--- src/ssb_defs.vh ---
// Constants for the line-interface signaling pin banks
`ifndef SSB_DEFS_VH
`define SSB_DEFS_VH

// Command byte layout
`define SSB_CMD_W 8
`define SSB_CMD_RW_BIT 7
`define SSB_CMD_ADDR_W 7

// Bank register addresses (command with write bit cleared)
`define SSB_ADDR_BANK_A 7'h29
`define SSB_ADDR_BANK_B 7'h2a
`define SSB_ADDR_BANK_C 7'h2b

// Register field positions
`define SSB_DIR_HI 7
`define SSB_DIR_LO 4
`define SSB_DATA_HI 3
`define SSB_DATA_LO 0

// Reset values: all pins input, data zero
`define SSB_DIR_RST 4'h0
`define SSB_DATA_RST 4'h0

// Ring control output select codes
`define SSB_RSEL_BANK_A 3'h3
`define SSB_RSEL_BANK_B 3'h4
`define SSB_RSEL_BANK_C 3'h5

// Serial frame: command byte then data byte
`define SSB_BIT_CNT_W 5
`define SSB_CMD_DONE 5'h08
`define SSB_FRAME_DONE 5'h10

`endif

--- src/ssb_signal_pins.v ---
// Three banks of line-interface signaling pins behind the host control port
`timescale 1ns/1ps
`include "ssb_defs.vh"

// Summary of operation
// RULE1: Bank A register bits 7..4 set pin direction, channels 4..1; zero means input.
// RULE2: Bank A input pins read back as their level in bits 0..3, channel 1..4.
// RULE3: Bank A output pins are driven from written bits 0..3, channel 1..4.
// RULE4: Bank B register bits 7..4 set pin direction, channels 4..1; zero means input.
// RULE5: Bank B input pins read back as their level in bit channel minus one.
// RULE6: Bank B output pins are driven from written bits 0..3, channel 1..4.
// RULE7: Bank C register bits 7..4 set pin direction, channels 4..1; zero means input.
// RULE8: Bank C input pins read back as their sampled level in bits 0..3.
// RULE9: Bank C output pins are driven from written bits 0..3, channel 1..4.
// RULE10: Host commands: bit 7 set writes; codes 29h, 2ah, 2bh select banks A, B, C.
// RULE11: Ring control drives a bank pin only while it is output; code 011 selects A.
// RULE12: Writes to input pins are held, and driven once the pin turns output.
module ssb_signal_pins #(
	parameter CHANNELS = 4
) (
	// Clock and reset
	input wire core_clk_in,
	input wire rst_b_in,
	// Host control port (serial, external clock)
	input wire host_cs_b_in,
	input wire host_dclk_in,
	input wire host_din_in,
	output reg host_dout_out,
	output reg host_dout_oe_out,
	// Hardware ring-trip control
	input wire ring_trip_en_in,
	input wire [2:0] ring_output_select_in,
	input wire [CHANNELS-1:0] ring_ctl_in,
	// Bank A pins
	input wire [CHANNELS-1:0] signal_pin_bank_a_in,
	output reg [CHANNELS-1:0] signal_pin_bank_a_out,
	output reg [CHANNELS-1:0] signal_pin_bank_a_oe_out,
	// Bank B pins
	input wire [CHANNELS-1:0] signal_pin_bank_b_in,
	output reg [CHANNELS-1:0] signal_pin_bank_b_out,
	output reg [CHANNELS-1:0] signal_pin_bank_b_oe_out,
	// Bank C pins
	input wire [CHANNELS-1:0] signal_pin_bank_c_in,
	output reg [CHANNELS-1:0] signal_pin_bank_c_out,
	output reg [CHANNELS-1:0] signal_pin_bank_c_oe_out
);

	localparam NPIN = 3 * CHANNELS;
	localparam NHOST = 3;

	// ------------------------------------------------------------
	// Pin input synchronisers
	// ------------------------------------------------------------
	wire [NPIN-1:0] pin_raw;
	reg [NPIN-1:0] pin_s1;
	reg [NPIN-1:0] pin_s2;
	reg [NPIN-1:0] pin_s3;
	reg [NPIN-1:0] pin_lvl;
	wire [NHOST-1:0] host_raw;
	reg [NHOST-1:0] host_s1;
	reg [NHOST-1:0] host_s2;
	reg [NHOST-1:0] host_s3;
	reg [NHOST-1:0] host_lvl;
	reg dclk_prev;

	assign pin_raw = {signal_pin_bank_c_in, signal_pin_bank_b_in, signal_pin_bank_a_in};
	assign host_raw = {host_din_in, host_dclk_in, host_cs_b_in};

	// Three stages; a level only moves once stages two and three agree,
	// so a single-cycle glitch on a slow line never reaches the registers
	always @(posedge core_clk_in or negedge rst_b_in) begin
		if (!rst_b_in) begin
			pin_s1 <= {NPIN{1'b0}};
			pin_s2 <= {NPIN{1'b0}};
			pin_s3 <= {NPIN{1'b0}};
			pin_lvl <= {NPIN{1'b0}};
			host_s1 <= {NHOST{1'b1}};
			host_s2 <= {NHOST{1'b1}};
			host_s3 <= {NHOST{1'b1}};
			host_lvl <= {NHOST{1'b1}};
		end else begin
			pin_s1 <= pin_raw;
			pin_s2 <= pin_s1;
			pin_s3 <= pin_s2;
			pin_lvl <= (pin_s2 & pin_s3) | (pin_lvl & (pin_s2 ^ pin_s3));
			host_s1 <= host_raw;
			host_s2 <= host_s1;
			host_s3 <= host_s2;
			host_lvl <= (host_s2 & host_s3) | (host_lvl & (host_s2 ^ host_s3));
		end
	end

	wire cs_act = ~host_lvl[0];
	wire dclk_rise = host_lvl[1] & ~dclk_prev;
	wire dclk_fall = ~host_lvl[1] & dclk_prev;
	wire din_lvl = host_lvl[2];

	// ------------------------------------------------------------
	// Bank registers
	// ------------------------------------------------------------
	reg [NPIN-1:0] dir;
	reg [NPIN-1:0] data;

	// Read value per bank: direction, then per-bit output data or pin level
	function [7:0] rd_bank;
		input [CHANNELS-1:0] d_dir;
		input [CHANNELS-1:0] d_dat;
		input [CHANNELS-1:0] d_pin;
		begin
			rd_bank = {d_dir, (d_dir & d_dat) | (~d_dir & d_pin)};
		end
	endfunction

	// ------------------------------------------------------------
	// Host command port
	// ------------------------------------------------------------
	reg [`SSB_BIT_CNT_W-1:0] bit_cnt;
	reg [`SSB_CMD_W-1:0] shift_in;
	reg [`SSB_CMD_W-1:0] shift_out;
	reg [`SSB_CMD_W-1:0] cmd;
	reg rd_phase;
	reg [1:0] bank_sel;
	reg [7:0] rd_val;
	wire [`SSB_CMD_W-1:0] cmd_next = {shift_in[`SSB_CMD_W-2:0], din_lvl};
	wire [`SSB_CMD_W-1:0] wr_byte = {shift_in[`SSB_CMD_W-2:0], din_lvl};

	// Decode the command byte just completed into a bank index
	always @* begin
		bank_sel = 2'd3;
		if (cmd_next[`SSB_CMD_ADDR_W-1:0] == `SSB_ADDR_BANK_A) begin // [RULE10]
			bank_sel = 2'd0;
		end else if (cmd_next[`SSB_CMD_ADDR_W-1:0] == `SSB_ADDR_BANK_B) begin
			bank_sel = 2'd1;
		end else if (cmd_next[`SSB_CMD_ADDR_W-1:0] == `SSB_ADDR_BANK_C) begin
			bank_sel = 2'd2;
		end
	end

	// Readback mux: inputs show pin level, outputs show held data
	always @* begin
		rd_val = 8'h00;
		case (bank_sel)
			2'd0: rd_val = rd_bank(dir[3:0], data[3:0], pin_lvl[3:0]); // [RULE2]
			2'd1: rd_val = rd_bank(dir[7:4], data[7:4], pin_lvl[7:4]); // [RULE5]
			2'd2: rd_val = rd_bank(dir[11:8], data[11:8], pin_lvl[11:8]); // [RULE8]
			default: rd_val = 8'h00;
		endcase
	end

	// Frame: eight command bits then eight data bits, MSB first on dclk rise.
	// Read data shifts out on dclk fall; deselect aborts any half frame.
	always @(posedge core_clk_in or negedge rst_b_in) begin
		if (!rst_b_in) begin
			dclk_prev <= 1'b1;
			bit_cnt <= {`SSB_BIT_CNT_W{1'b0}};
			shift_in <= 8'h00;
			shift_out <= 8'h00;
			cmd <= 8'h00;
			rd_phase <= 1'b0;
			host_dout_out <= 1'b0;
			host_dout_oe_out <= 1'b0;
			dir <= {3{`SSB_DIR_RST}};
			data <= {3{`SSB_DATA_RST}};
		end else begin
			dclk_prev <= host_lvl[1];
			if (!cs_act) begin
				bit_cnt <= {`SSB_BIT_CNT_W{1'b0}};
				rd_phase <= 1'b0;
				host_dout_oe_out <= 1'b0;
			end else if (dclk_rise && bit_cnt < `SSB_FRAME_DONE) begin
				bit_cnt <= bit_cnt + 1'b1;
				shift_in <= cmd_next;
				if (bit_cnt == `SSB_CMD_DONE - 1'b1) begin
					cmd <= cmd_next;
					// Read of a bank register: bit 7 clear
					if (!cmd_next[`SSB_CMD_RW_BIT] && bank_sel != 2'd3) begin // [RULE10]
						rd_phase <= 1'b1;
						shift_out <= rd_val;
					end
				end else if (bit_cnt == `SSB_FRAME_DONE - 1'b1 && cmd[`SSB_CMD_RW_BIT]) begin
					// Write keeps both nibbles; data held even for input pins
					if (cmd[`SSB_CMD_ADDR_W-1:0] == `SSB_ADDR_BANK_A) begin
						dir[3:0] <= wr_byte[`SSB_DIR_HI:`SSB_DIR_LO]; // [RULE1]
						data[3:0] <= wr_byte[`SSB_DATA_HI:`SSB_DATA_LO]; // [RULE12]
					end else if (cmd[`SSB_CMD_ADDR_W-1:0] == `SSB_ADDR_BANK_B) begin
						dir[7:4] <= wr_byte[`SSB_DIR_HI:`SSB_DIR_LO]; // [RULE4]
						data[7:4] <= wr_byte[`SSB_DATA_HI:`SSB_DATA_LO]; // [RULE12]
					end else if (cmd[`SSB_CMD_ADDR_W-1:0] == `SSB_ADDR_BANK_C) begin
						dir[11:8] <= wr_byte[`SSB_DIR_HI:`SSB_DIR_LO]; // [RULE7]
						data[11:8] <= wr_byte[`SSB_DATA_HI:`SSB_DATA_LO]; // [RULE12]
					end
				end
			end else if (dclk_fall && rd_phase) begin
				// Present next read bit; drive line only during the data byte
				host_dout_out <= shift_out[`SSB_CMD_W-1];
				shift_out <= {shift_out[`SSB_CMD_W-2:0], 1'b0};
				host_dout_oe_out <= 1'b1;
				if (bit_cnt == `SSB_FRAME_DONE) begin
					rd_phase <= 1'b0;
					host_dout_oe_out <= 1'b0;
				end
			end
		end
	end

	// ------------------------------------------------------------
	// Pin drivers with ring-control override
	// ------------------------------------------------------------
	wire ring_a = ring_trip_en_in && ring_output_select_in == `SSB_RSEL_BANK_A;
	wire ring_b = ring_trip_en_in && ring_output_select_in == `SSB_RSEL_BANK_B;
	wire ring_c = ring_trip_en_in && ring_output_select_in == `SSB_RSEL_BANK_C;

	// Registered so pins never glitch on a mux change; ring control only
	// reaches a pin whose enable is already set, inputs stay undriven
	always @(posedge core_clk_in or negedge rst_b_in) begin
		if (!rst_b_in) begin
			signal_pin_bank_a_out <= {CHANNELS{1'b0}};
			signal_pin_bank_b_out <= {CHANNELS{1'b0}};
			signal_pin_bank_c_out <= {CHANNELS{1'b0}};
			signal_pin_bank_a_oe_out <= {CHANNELS{1'b0}};
			signal_pin_bank_b_oe_out <= {CHANNELS{1'b0}};
			signal_pin_bank_c_oe_out <= {CHANNELS{1'b0}};
		end else begin
			signal_pin_bank_a_oe_out <= dir[3:0]; // [RULE1]
			signal_pin_bank_b_oe_out <= dir[7:4]; // [RULE4]
			signal_pin_bank_c_oe_out <= dir[11:8]; // [RULE7]
			signal_pin_bank_a_out <= dir[3:0] & (ring_a ? ring_ctl_in : data[3:0]); // [RULE3] [RULE11]
			signal_pin_bank_b_out <= dir[7:4] & (ring_b ? ring_ctl_in : data[7:4]); // [RULE6] [RULE11]
			signal_pin_bank_c_out <= dir[11:8] & (ring_c ? ring_ctl_in : data[11:8]); // [RULE9] [RULE11]
		end
	end

endmodule

--- config.mk ---
export PLATFORM = sky130hd
export DESIGN_NAME = ssb_signal_pins
export DESIGN_NICKNAME = d
export VERILOG_FILES = /design/src/ssb_signal_pins.v
export VERILOG_INCLUDE_DIRS = /design/src /design/src/src
export SDC_FILE = /design/constraint.sdc
export NUM_CORES = 1
export LEC_CHECK = 0
export BUFFER_PORTS_ARGS = -buffer_cell sky130_fd_sc_hd__buf_2
export CAP_MARGIN = 15
export CORE_ASPECT_RATIO = 0.9
export CORE_UTILIZATION = 35
export CTS_CLUSTER_SIZE = 14
export DETAILED_ROUTE_END_ITERATION = 10
export PLACE_DENSITY_LB_ADDON = 0.1
export SYNTH_ARGS = -nofsm -noshare
export SYNTH_HDL_FRONTEND = slang
export SYNTH_SLANG_ARGS = --single-unit
--- constraint.sdc ---
create_clock -name core_clk_in -period 4.6 [get_ports core_clk_in]
set_clock_uncertainty 0.15 [all_clocks]
set_input_delay 0.92 -clock core_clk_in [delete_from_list [all_inputs] [get_ports core_clk_in]]
set_output_delay 0.92 -clock core_clk_in [all_outputs]
set_load 0.005 [all_outputs]
==> impl_metrics.toml, run 1 <==
[run_status]
status = "finished clean"

[routing]
routedWlPerCell_um = 16.1
finalWirelength_mm = 10.1
vias = 2927
vias_per_cell = 4.68
dr.pass1.iters = 4
ant_nets = 0
drc = 0
drtIter0Drc = 154

[clock_network]
clk_pin_slew_ns = 0.06
post_cts_buffers = 0
numCtsBuffers = 17
root_buffer = "clkbuf_16"
cts_tree = "done"
numClockSinks = 140
clk_latency_ns = 0.42
cts.path.max_buffers = 2
cts_htree_levels = 4
hold_buffers = 0
cts-resized-gates = 0

[global_routing]
grt_antenna_before_repair = 0
grt_pass1_wl_mm = 17.0
grt_use_total_pct = 14.6
gr-total-overflow = 0
grt_max_degree = 103
grt_pass1_vias = 3028

[pwr]
powerDensity_nw_per_um2 = 475
p_switching_uw = 695
p_sw_share_pct = 22.5
clock_power_share_pct = 48.8
p_int_mw = 2.39
p_leak_nw = 3.18
pwr-share-seq_pct = 45.9
ir_worst_vdd_mv = 0.287
combPwrFrac_pct = 5.3
finalPower_mw = 3.08

[flow_run]
maxCapViolations = 0

[yosys]
synth_edf_count = 0
synth_area_sq_um = 5340
seq_area_frac_synth_pct = 66.0
synthCells = 349
yosys_warnings = 0
synth_seq_cells = 140
synth_cell_type_count = 33
postSynth.asyncResetShare_pct = 100
syn-num-nets = 392
synth_area_per_cell_sq_um = 15.3
synth_ff_type = "dfrtp_1"

[min_path]
hold_class = "reg -> reg"

[sta]
fin_crit_sh_pct = 59.9
rsz0062_at_grt = "no"
fin_tns_setup_ns = 0
worst_pin_slew_ns = 0.946
period_minus_slack_ns = 2.76
relSlewSlack_pct = 36.9
max_freq_mhz = 363
hold_viol_final = 0
slew_viol_final = 0
setup_viol = 0

[place]
gp_congestion = 0.735
dpl.hpwl_mm = 6.56
port_buffers = 50

[floorplanning]
rows = 42
dieArea_sq_um = 15700
ioPinCount = 51
die_width_um = 132
core_sq_um = 14800
start_util_pct = 36.0
die_height_um = 119

[critical_path]
critPathRequiredTime_ns = 4.75
worstSetupStartpointType = "flip-flop"
crit_fanout = 8
crit_path_end_kind = "flip-flop"
path_class = "reg -> reg"
crit_arrival_ns = 2.91

[final_layout]
diodes = 0
syn2layout_area_growth_pct = 21.7
final_util_pct = 43.8
layout-drive-gt1-share_pct = 40.3
final_common_cell = "dfrtp_1"
final_nets = 457
final_cell_mix = "dfrtp_1, mux2_2, buf_2"
-- cell type report --
class	instances	area [sq um]
Clock buffer	21	470
Clock inverter	11	189
Tap cell	198	248
Timing Repair Buffer	53	279
Fill cell	1389	8320
Sequential cell	140	3520
Multi-Input combinational cell	199	1780
Inverter	3	11.3
-- flip-flops by register name, indices dropped and copies added (netlist names), 5 cells and up --
name / cells
pin_lvl: 12
pin_s3: 12
shift_out: 8
dir: 12
pin_s1: 12
cmd: 8
data: 12
pin_s2: 12
bit_cnt: 5
shift_in: 7
-- kinds of logic (layout without fill, tap and decap cells) --
family	Yosys count	after routing	synth area share (%)
flops	140	140	66.0
simple gates	64	64	7.67
buf+inv	10	88	0.703
xor+xnor	2	2	0.328
compound gates	38	38	5.18
mux	77	77	15.9
fa+ha+maj	18	18	4.22
-- synth_stat cells (3+ instances only) --
master	n	area [sq um]
dfstp_2	13	342
inv_1	3	11.3
ha_1	18	225
a22oi_1	8	60.1
a32oi_1	3	26.3
a21o_1	15	113
dfrtp_1	127	3180
mux2_2	64	721
nand3_1	5	25.0
mux2i_1	13	130
nor2b_1	14	87.6
or3b_2	3	26.3
o21ai_0	5	25.0
nand2_1	18	67.6
clkbuf_1	7	26.3
a21oi_1	5	25.0
nor2_1	7	26.3
-- worst max-delay path: stages (launching register included) --
cell,delay (ns)
dfrtp_1,0.40
ha_1,0.21
and3_1,0.17
ha_1,0.15
or4bb_1,0.52
nor4b_4,0.35
nand3b_2,0.31
mux2_2,0.36
-- routing by layer --
metal,GRT usage [%],wire length [um],vias up
met5,0,0,-
met4,6.10,158,0
met3,4.64,405,12
met2,19.7,4200,59
met1,21.4,5300,1478
li1,-,-,1378
-- through the flow --
stage	cells	instance area, sq um	worst slack, ns	hold slack [ns]
after floorplan	349	5340	2.17	0.181
after global placement	592	5830	1.86	0.181
after detailed placement	593	5840	1.84	0.185
after CTS	625	6500	1.81	0.194
after global routing	625	6500	1.70	0.204
final	625	6500	1.84	0.194
-- power by group through the flow --
stage               sequential [mW]  combinational (mW)  clock [mW]
floorplan                      1.37               0.130           0
global placement               1.44               0.166           0
detailed placement             1.44               0.167           0
CTS                            1.42               0.168        1.55
global route                   1.43               0.188        1.60
finish                         1.42               0.164        1.51
-- final timing paths --
check	startpoint	end	slack (ns)	depth (start not counted)
max in group asynchronous	rst_b_in	host_lvl[2]$_DFF_PN1_	2.92	2
max reg2reg	bit_cnt[1]$_DFFE_PN0N_	dir[7]$_DFFE_PN0P_	1.84	7
min	pin_s1[4]$_DFF_PN0_	pin_s2[4]$_DFF_PN0_	0.19	0
min in group asynchronous	rst_b_in	pin_s3[9]$_DFF_PN0_	0.45	1
max	bit_cnt[1]$_DFFE_PN0N_	dir[7]$_DFFE_PN0P_	1.84	7
min reg2reg	pin_s1[4]$_DFF_PN0_	pin_s2[4]$_DFF_PN0_	0.19	0
Note: power is estimated with default switching activity, not from simulation.
==> inputs of run 2 (changes only) <==
--- a/config.mk
+++ b/config.mk
@@ -6,6 +6,7 @@
 export SDC_FILE = /design/constraint.sdc
 export NUM_CORES = 1
 export LEC_CHECK = 0
+export ABC_AREA = 1
 export BUFFER_PORTS_ARGS = -buffer_cell sky130_fd_sc_hd__buf_2
 export CAP_MARGIN = 15
 export CORE_ASPECT_RATIO = 0.9
==> constraint.sdc (replaced) <==
create_clock -name core_clk_in -period 2.8 [get_ports core_clk_in]
set_clock_uncertainty 0.15 [all_clocks]
set_input_delay 0.56 -clock core_clk_in [delete_from_list [all_inputs] [get_ports core_clk_in]]
set_output_delay 0.56 -clock core_clk_in [all_outputs]
set_load 0.005 [all_outputs]
==> run 2 against run 1 <==
Effect of this change: register-to-register slack lost 1.4 ns; fmax grew 17%; highest routed layer unchanged; die area grew 2.9%; combinational power grew to 2.5 times the previous value; synthesized area grew 3.0%; setup slack lost 1.4 ns; critical endpoint is now dir[5]$_DFFE_PN0P_; clock power grew 45%; core utilization shrank 1.2 points; sequential share of layout area shrank 0.58 points; count of clock-buffer cells in the layout shrank 3; critical path type unchanged; final cell count grew 27%.
==> impl_metrics.toml, run 2 <==
[final_layout]
fillers = 1510
syn2layout_area_growth_pct = 19.5
final_cell_mix = "dfrtp_1, nand2_1, inv_1"
layout-drive-gt1-share_pct = 20.4
regArea_sq_um = 3520
multi_input_area_sq_um = 1700
final_nets = 624
final_common_cell = "dfrtp_1"
diodes = 0

[clock_network]
cts_tree = "done"
cts_htree_levels = 4
root_buffer = "clkbuf_16"
numCtsBuffers = 17
clk_pin_slew_ns = 0.06
clk_latency_ns = 0.42
cts.path.max_buffers = 2
numClockSinks = 140
cts-resized-gates = 0

[pwr]
p_int_mw = 3.59
p_leak_nw = 3.35
pwr-share-seq_pct = 46.3
clock_power_share_pct = 45.1
p_sw_share_pct = 26.2
combPwrFrac_pct = 8.6
p_switching_mw = 1.27
powerDensity_nw_per_um2 = 740
ir_worst_vdd_mv = 0.447

[yosys]
seq_area_frac_synth_pct = 64.1
synth_area_per_cell_sq_um = 10.6
synth_seq_cells = 140
synth_edf_count = 0
synth_ff_type = "dfrtp_1"
post-synth-top-area-fraction_pct = 57.8
postSynth.asyncResetShare_pct = 100
synthCells = 519
yosys.area.top_type = "dfrtp_1"
syn-num-nets = 562
yosys-top-cells-count = "dfrtp_1, nand2_1, inv_1"
synth_area_sq_um = 5490
synth.area.top_cells = "dfrtp_1, nand2_1, dfstp_2"
yosys_warnings = 0
synthMostInstantiatedCell = "dfrtp_1"
synth_cell_type_count = 33

[run_status]
status = "finished clean"

[global_routing]
grt_use_total_pct = 15.4
grt_pass1_vias = 3447
grt_pass1_wl_mm = 18.4
gr-total-overflow = 0
grt_max_degree = 52
grt_antenna_before_repair = 0

[sta]
setup_viol = 0
slew_viol_final = 0
max_freq_mhz = 425
hold_ws_ns = 0.0838
hold_viol_final = 0
relSlewSlack_pct = 67.3
worst_pin_slew_ns = 0.489
rsz0062_at_grt = "no"
fin_tns_setup_ns = 0
fin_crit_sh_pct = 84.0
period_minus_slack_ns = 2.35

[routing]
finalWirelength_mm = 11.3
dr.pass1.iters = 4
drtIter0Drc = 265
drc = 0
vias_per_cell = 4.59
vias = 3654
ant_nets = 0
routedWlPerCell_um = 14.2

[floorplanning]
ioPinCount = 51
core_sq_um = 15400
start_util_pct = 35.7
rows = 43
die_width_um = 134
die_height_um = 121
dieArea_sq_um = 16200

[critical_path]
crit_arrival_ns = 2.50
crit_fanout = 20
crit_path_end_kind = "flip-flop"
worstSetupStartpointType = "flip-flop"
r2r_slack_ns = 0.45
critPathRequiredTime_ns = 2.95
path_class = "reg -> reg"

[place]
dpl.hpwl_mm = 7.94
gp_congestion = 0.855
port_buffers = 50

[min_path]
hold_class = "in -> reg"

[flow_run]
maxCapViolations = 0
run 2: changes by cell type after synthesis, sizes merged, moves of 10 or more:
cell	change
a21oi	+10
nor2	+22
nand3	+44
nand2	+103
mux2i	-13
o21ai	+51
mux2	-64
nor2b	-14
inv	+50
run 2: area by class of cell:
| cell class | count | share of cell area, % |
|---|---|---|
| well taps | 202 | 3.85 |
| inverters | 53 | 3.03 |
| clock buffers | 18 | 6.69 |
| multi-input cells | 315 | 25.8 |
| clock inverters | 14 | 2.21 |
| repair buffers | 54 | 4.78 |
| flip-flops and latches | 140 | 53.6 |
run 2: kinds of logic (layout without fill, tap and decap cells):
family	count (synthesis)	after routing	share of synthesized area (%)
AOI/OAI and AO/OA	89	89	9.47
xor gates and xnor gates	1	1	0.159
adders and majority gates	18	18	4.10
buffers and inverters	64	139	5.06
DFF	140	140	64.1
and+or+nand+nor	207	207	17.1
run 2: power by group through the flow:
stage | clock network [mW] | registers [mW] | logic, mW
after floorplan | 0 | 2.24 | 0.268
after global placement | 0 | 2.28 | 0.422
after detailed placement | 0 | 2.28 | 0.423
after CTS | 2.26 | 2.25 | 0.427
after global routing | 2.34 | 2.27 | 0.481
final | 2.19 | 2.25 | 0.418
run 2: worst max-delay path, cell delays in order (launching register included):
cell and delay [ns]:
dfstp_2 0.54, inv_1 0.08, nor3_4 0.25, nand2_2 0.31
nor2_2 0.28, nand3_2 0.35, nand2_1 0.20, o21ai_2 0.06
run 2: timing repair:
item / 4_1_cts / 5_1_grt
hold buffers: 1 / 0
setup buffers: 0 / 0
endpoints found under the hold margin: 42 / 0
run 2: final timing paths:
| check | start | to | cells past startpoint |
|---|---|---|---|
| worst min-delay path | host_din_in | host_s1[2]$_DFF_PN1_ | 1 |
| max in group asynchronous | rst_b_in | host_s2[1]$_DFF_PN1_ | 3 |
| worst min register to register | pin_s1[10]$_DFF_PN0_ | pin_s2[10]$_DFF_PN0_ | 0 |
| min in group asynchronous | rst_b_in | pin_lvl[5]$_DFF_PN0_ | 2 |
| worst max register to register | host_lvl[1]$_DFF_PN1_ | dir[5]$_DFFE_PN0P_ | 7 |
| worst max-delay path | host_lvl[1]$_DFF_PN1_ | dir[5]$_DFFE_PN0P_ | 7 |
run 2: through the flow:
step,instance area (sq um),std cells,utilization (%),worst slack [ns],power [mW]
2_1_floorplan,5490,519,-,0.949,2.51
3_3_place_gp,5970,763,38.8,0.548,2.70
3_5_place_dp,5970,763,38.8,0.439,2.71
4_1_cts,6570,796,42.7,0.423,4.93
5_1_grt,6570,796,42.7,0.225,5.09
6_report,6570,796,42.7,0.449,4.86
run 2: metal layers:
| metal | vias up | track usage, % | part of all wire (%) |
|---|---|---|---|
| li1 | 1817 | - | - |
| met1 | 1725 | 22.5 | 51 |
| met3 | 16 | 4.14 | 5.6 |
| met4 | 0 | 7.65 | 1.6 |
| met2 | 96 | 20.9 | 41 |
| met5 | - | 0 | 0 |
==> inputs of run 3 (changes only) <==
--- a/config.mk
+++ b/config.mk
@@ -6,7 +6,7 @@
 export SDC_FILE = /design/constraint.sdc
 export NUM_CORES = 1
 export LEC_CHECK = 0
-export ABC_AREA = 1
+export ABC_AREA = 0
 export BUFFER_PORTS_ARGS = -buffer_cell sky130_fd_sc_hd__buf_2
 export CAP_MARGIN = 15
 export CORE_ASPECT_RATIO = 0.9
==> constraint.sdc (replaced) <==
create_clock -name core_clk_in -period 2.1 [get_ports core_clk_in]
set_clock_uncertainty 0.15 [all_clocks]
set_input_delay 0.42 -clock core_clk_in [delete_from_list [all_inputs] [get_ports core_clk_in]]
set_output_delay 0.42 -clock core_clk_in [all_outputs]
set_load 0.005 [all_outputs]
==> run 3 against run 2 <==
Effect of this change: the flow now finishes with violations (setup timing); count of clock-buffer cells in the layout rose by 1; core utilization is 4.0 points higher; first-iteration DRC count fell by 56%; sequential share of layout area fell by 2.7 points; combinational power rose by 45%; highest routed layer unchanged.
==> impl_metrics.toml, run 3 (synthesis results as in run 1) <==
[floorplanning]
die_width_um = 132
dieArea_sq_um = 15700
start_util_pct = 36.0
die_height_um = 119
core_sq_um = 14800
rows = 42
ioPinCount = 51

[routing]
drtIter0Drc = 117
vias_per_cell = 4.60
vias = 3075
drc = 0
routedWlPerCell_um = 15.9
dr.pass1.iters = 4
ant_nets = 0
finalWirelength_mm = 10.6

[place]
preCtsSetupSlack_ns = -0.518
place_area_sq_um = 6050
dpl.hpwl_mm = 7.35
gp_congestion = 0.695
port_buffers = 50

[sta]
worst_slack_ns = -0.387
fin_crit_sh_pct = 118
max_freq_mhz = 402
slew_viol_final = 0
hold_viol_final = 0
period_minus_slack_ns = 2.49
relSlewSlack_pct = 61.7
setup_viol = 24
worst_pin_slew_ns = 0.575
rsz0062_at_grt = "yes"

[pwr]
powerDensity_nw_per_um2 = 978
ir_worst_vdd_mv = 0.651
p_leak_nw = 3.45
finalPower_mw = 6.77

[critical_path]
worstSetupStartpointType = "flip-flop"
path_class = "reg -> reg"
crit_fanout = 8
crit_path_end_kind = "flip-flop"
critPathRequiredTime_ns = 2.25
crit_arrival_ns = 2.63

[global_routing]
grt_pass1_vias = 3202
gr-total-overflow = 0
grt_pass1_wl_mm = 17.6
grt_antenna_before_repair = 0
grt_use_total_pct = 15.2
grt_max_degree = 43

[final_layout]
diodes = 0
final_nets = 501
finish.instance_area_sq_um = 6920
final_cell_mix = "dfrtp_1, mux2_2, buf_2"
final_common_cell = "dfrtp_1"
syn2layout_area_growth_pct = 29.7
layout-drive-gt1-share_pct = 43.3

[clock_network]
numCtsBuffers = 17
cts_tree = "done"
cts.path.max_buffers = 2
numClockSinks = 140
clk_latency_ns = 0.42
root_buffer = "clkbuf_16"
cts_htree_levels = 4
clk_pin_slew_ns = 0.06

[flow_run]
maxCapViolations = 0

[min_path]
hold_class = "in -> reg"

[run_status]
status = "complete, but fails checks"
violations = "setup timing"
[run 3: through the flow]
step | cells | TNS [ns] | hold slack [ns] | utilization [%]
2_1_floorplan | 349 | -7.56 | -0.0256 | -
3_3_place_gp | 618 | -10.92 | 0.181 | 40.9
3_5_place_dp | 618 | -11.44 | 0.186 | 40.9
4_1_cts | 668 | -8.03 | 0.151 | 46.6
5_1_grt | 669 | -10.18 | 0.178 | 46.7
6_report | 669 | -8.04 | 0.167 | 46.7
[run 3: area by class of cell]
cell class	count	area (sq um)
Sequential cell	140	3520
Inverter	3	11.3
Clock inverter	13	190
Tap cell	198	248
Timing Repair Buffer	97	678
Fill cell	1343	7900
Multi-Input combinational cell	199	1840
Clock buffer	19	433
[run 3: metal layers]
| metal | vias up | global-route usage (%) | wire [um] |
|---|---|---|---|
| met5 | - | 0 | 0 |
| met4 | 0 | 7.70 | 159 |
| met3 | 11 | 3.92 | 350 |
| met2 | 59 | 20.8 | 4550 |
| met1 | 1533 | 22.1 | 5560 |
| li1 | 1472 | - | - |
[run 3: final timing paths]
kind / from / endpoint / slack (ns) / cells past startpoint
worst max-delay path: bit_cnt[0]$_DFFE_PN0N_ / data[2]$_DFFE_PN0P_ / -0.39 / 8
worst min-delay path: ring_ctl_in[1] / signal_pin_bank_a_out[1]$_DFF_PN0_ / 0.17 / 3
worst max register to register: bit_cnt[0]$_DFFE_PN0N_ / data[2]$_DFFE_PN0P_ / -0.39 / 8
worst min register to register: pin_s1[9]$_DFF_PN0_ / pin_s2[9]$_DFF_PN0_ / 0.20 / 0
max in group asynchronous: rst_b_in / host_s2[2]$_DFF_PN1_ / 0.81 / 3
min in group asynchronous: rst_b_in / signal_pin_bank_a_out[0]$_DFF_PN0_ / 0.33 / 2
[run 3: worst max-delay path, cell delays in order, from the launching register on]
cell	delay, ns
dfrtp_1	0.35
ha_2	0.18
and3_4	0.18
ha_4	0.11
or4bb_4	0.46
nor4b_4	0.24
buf_6	0.17
nand3b_4	0.16
mux2_4	0.34
[run 3: power by group]
group | switching [mW] | internal, mW | total (mW)
clock | 1.15 | 2.00 | 3.15
sequential | 0.157 | 2.86 | 3.01
combinational | 0.301 | 0.304 | 0.605
total | 1.61 | 5.16 | 6.77
[run 3: repair_timing]
item	in CTS	in global routing
hold endpoints to repair	52	0
buffers inserted	2	1
cloned	0	0
pin swaps	4	1
endpoints found under the setup margin	24	27
hold buffers	16	0
resized for setup	10	1
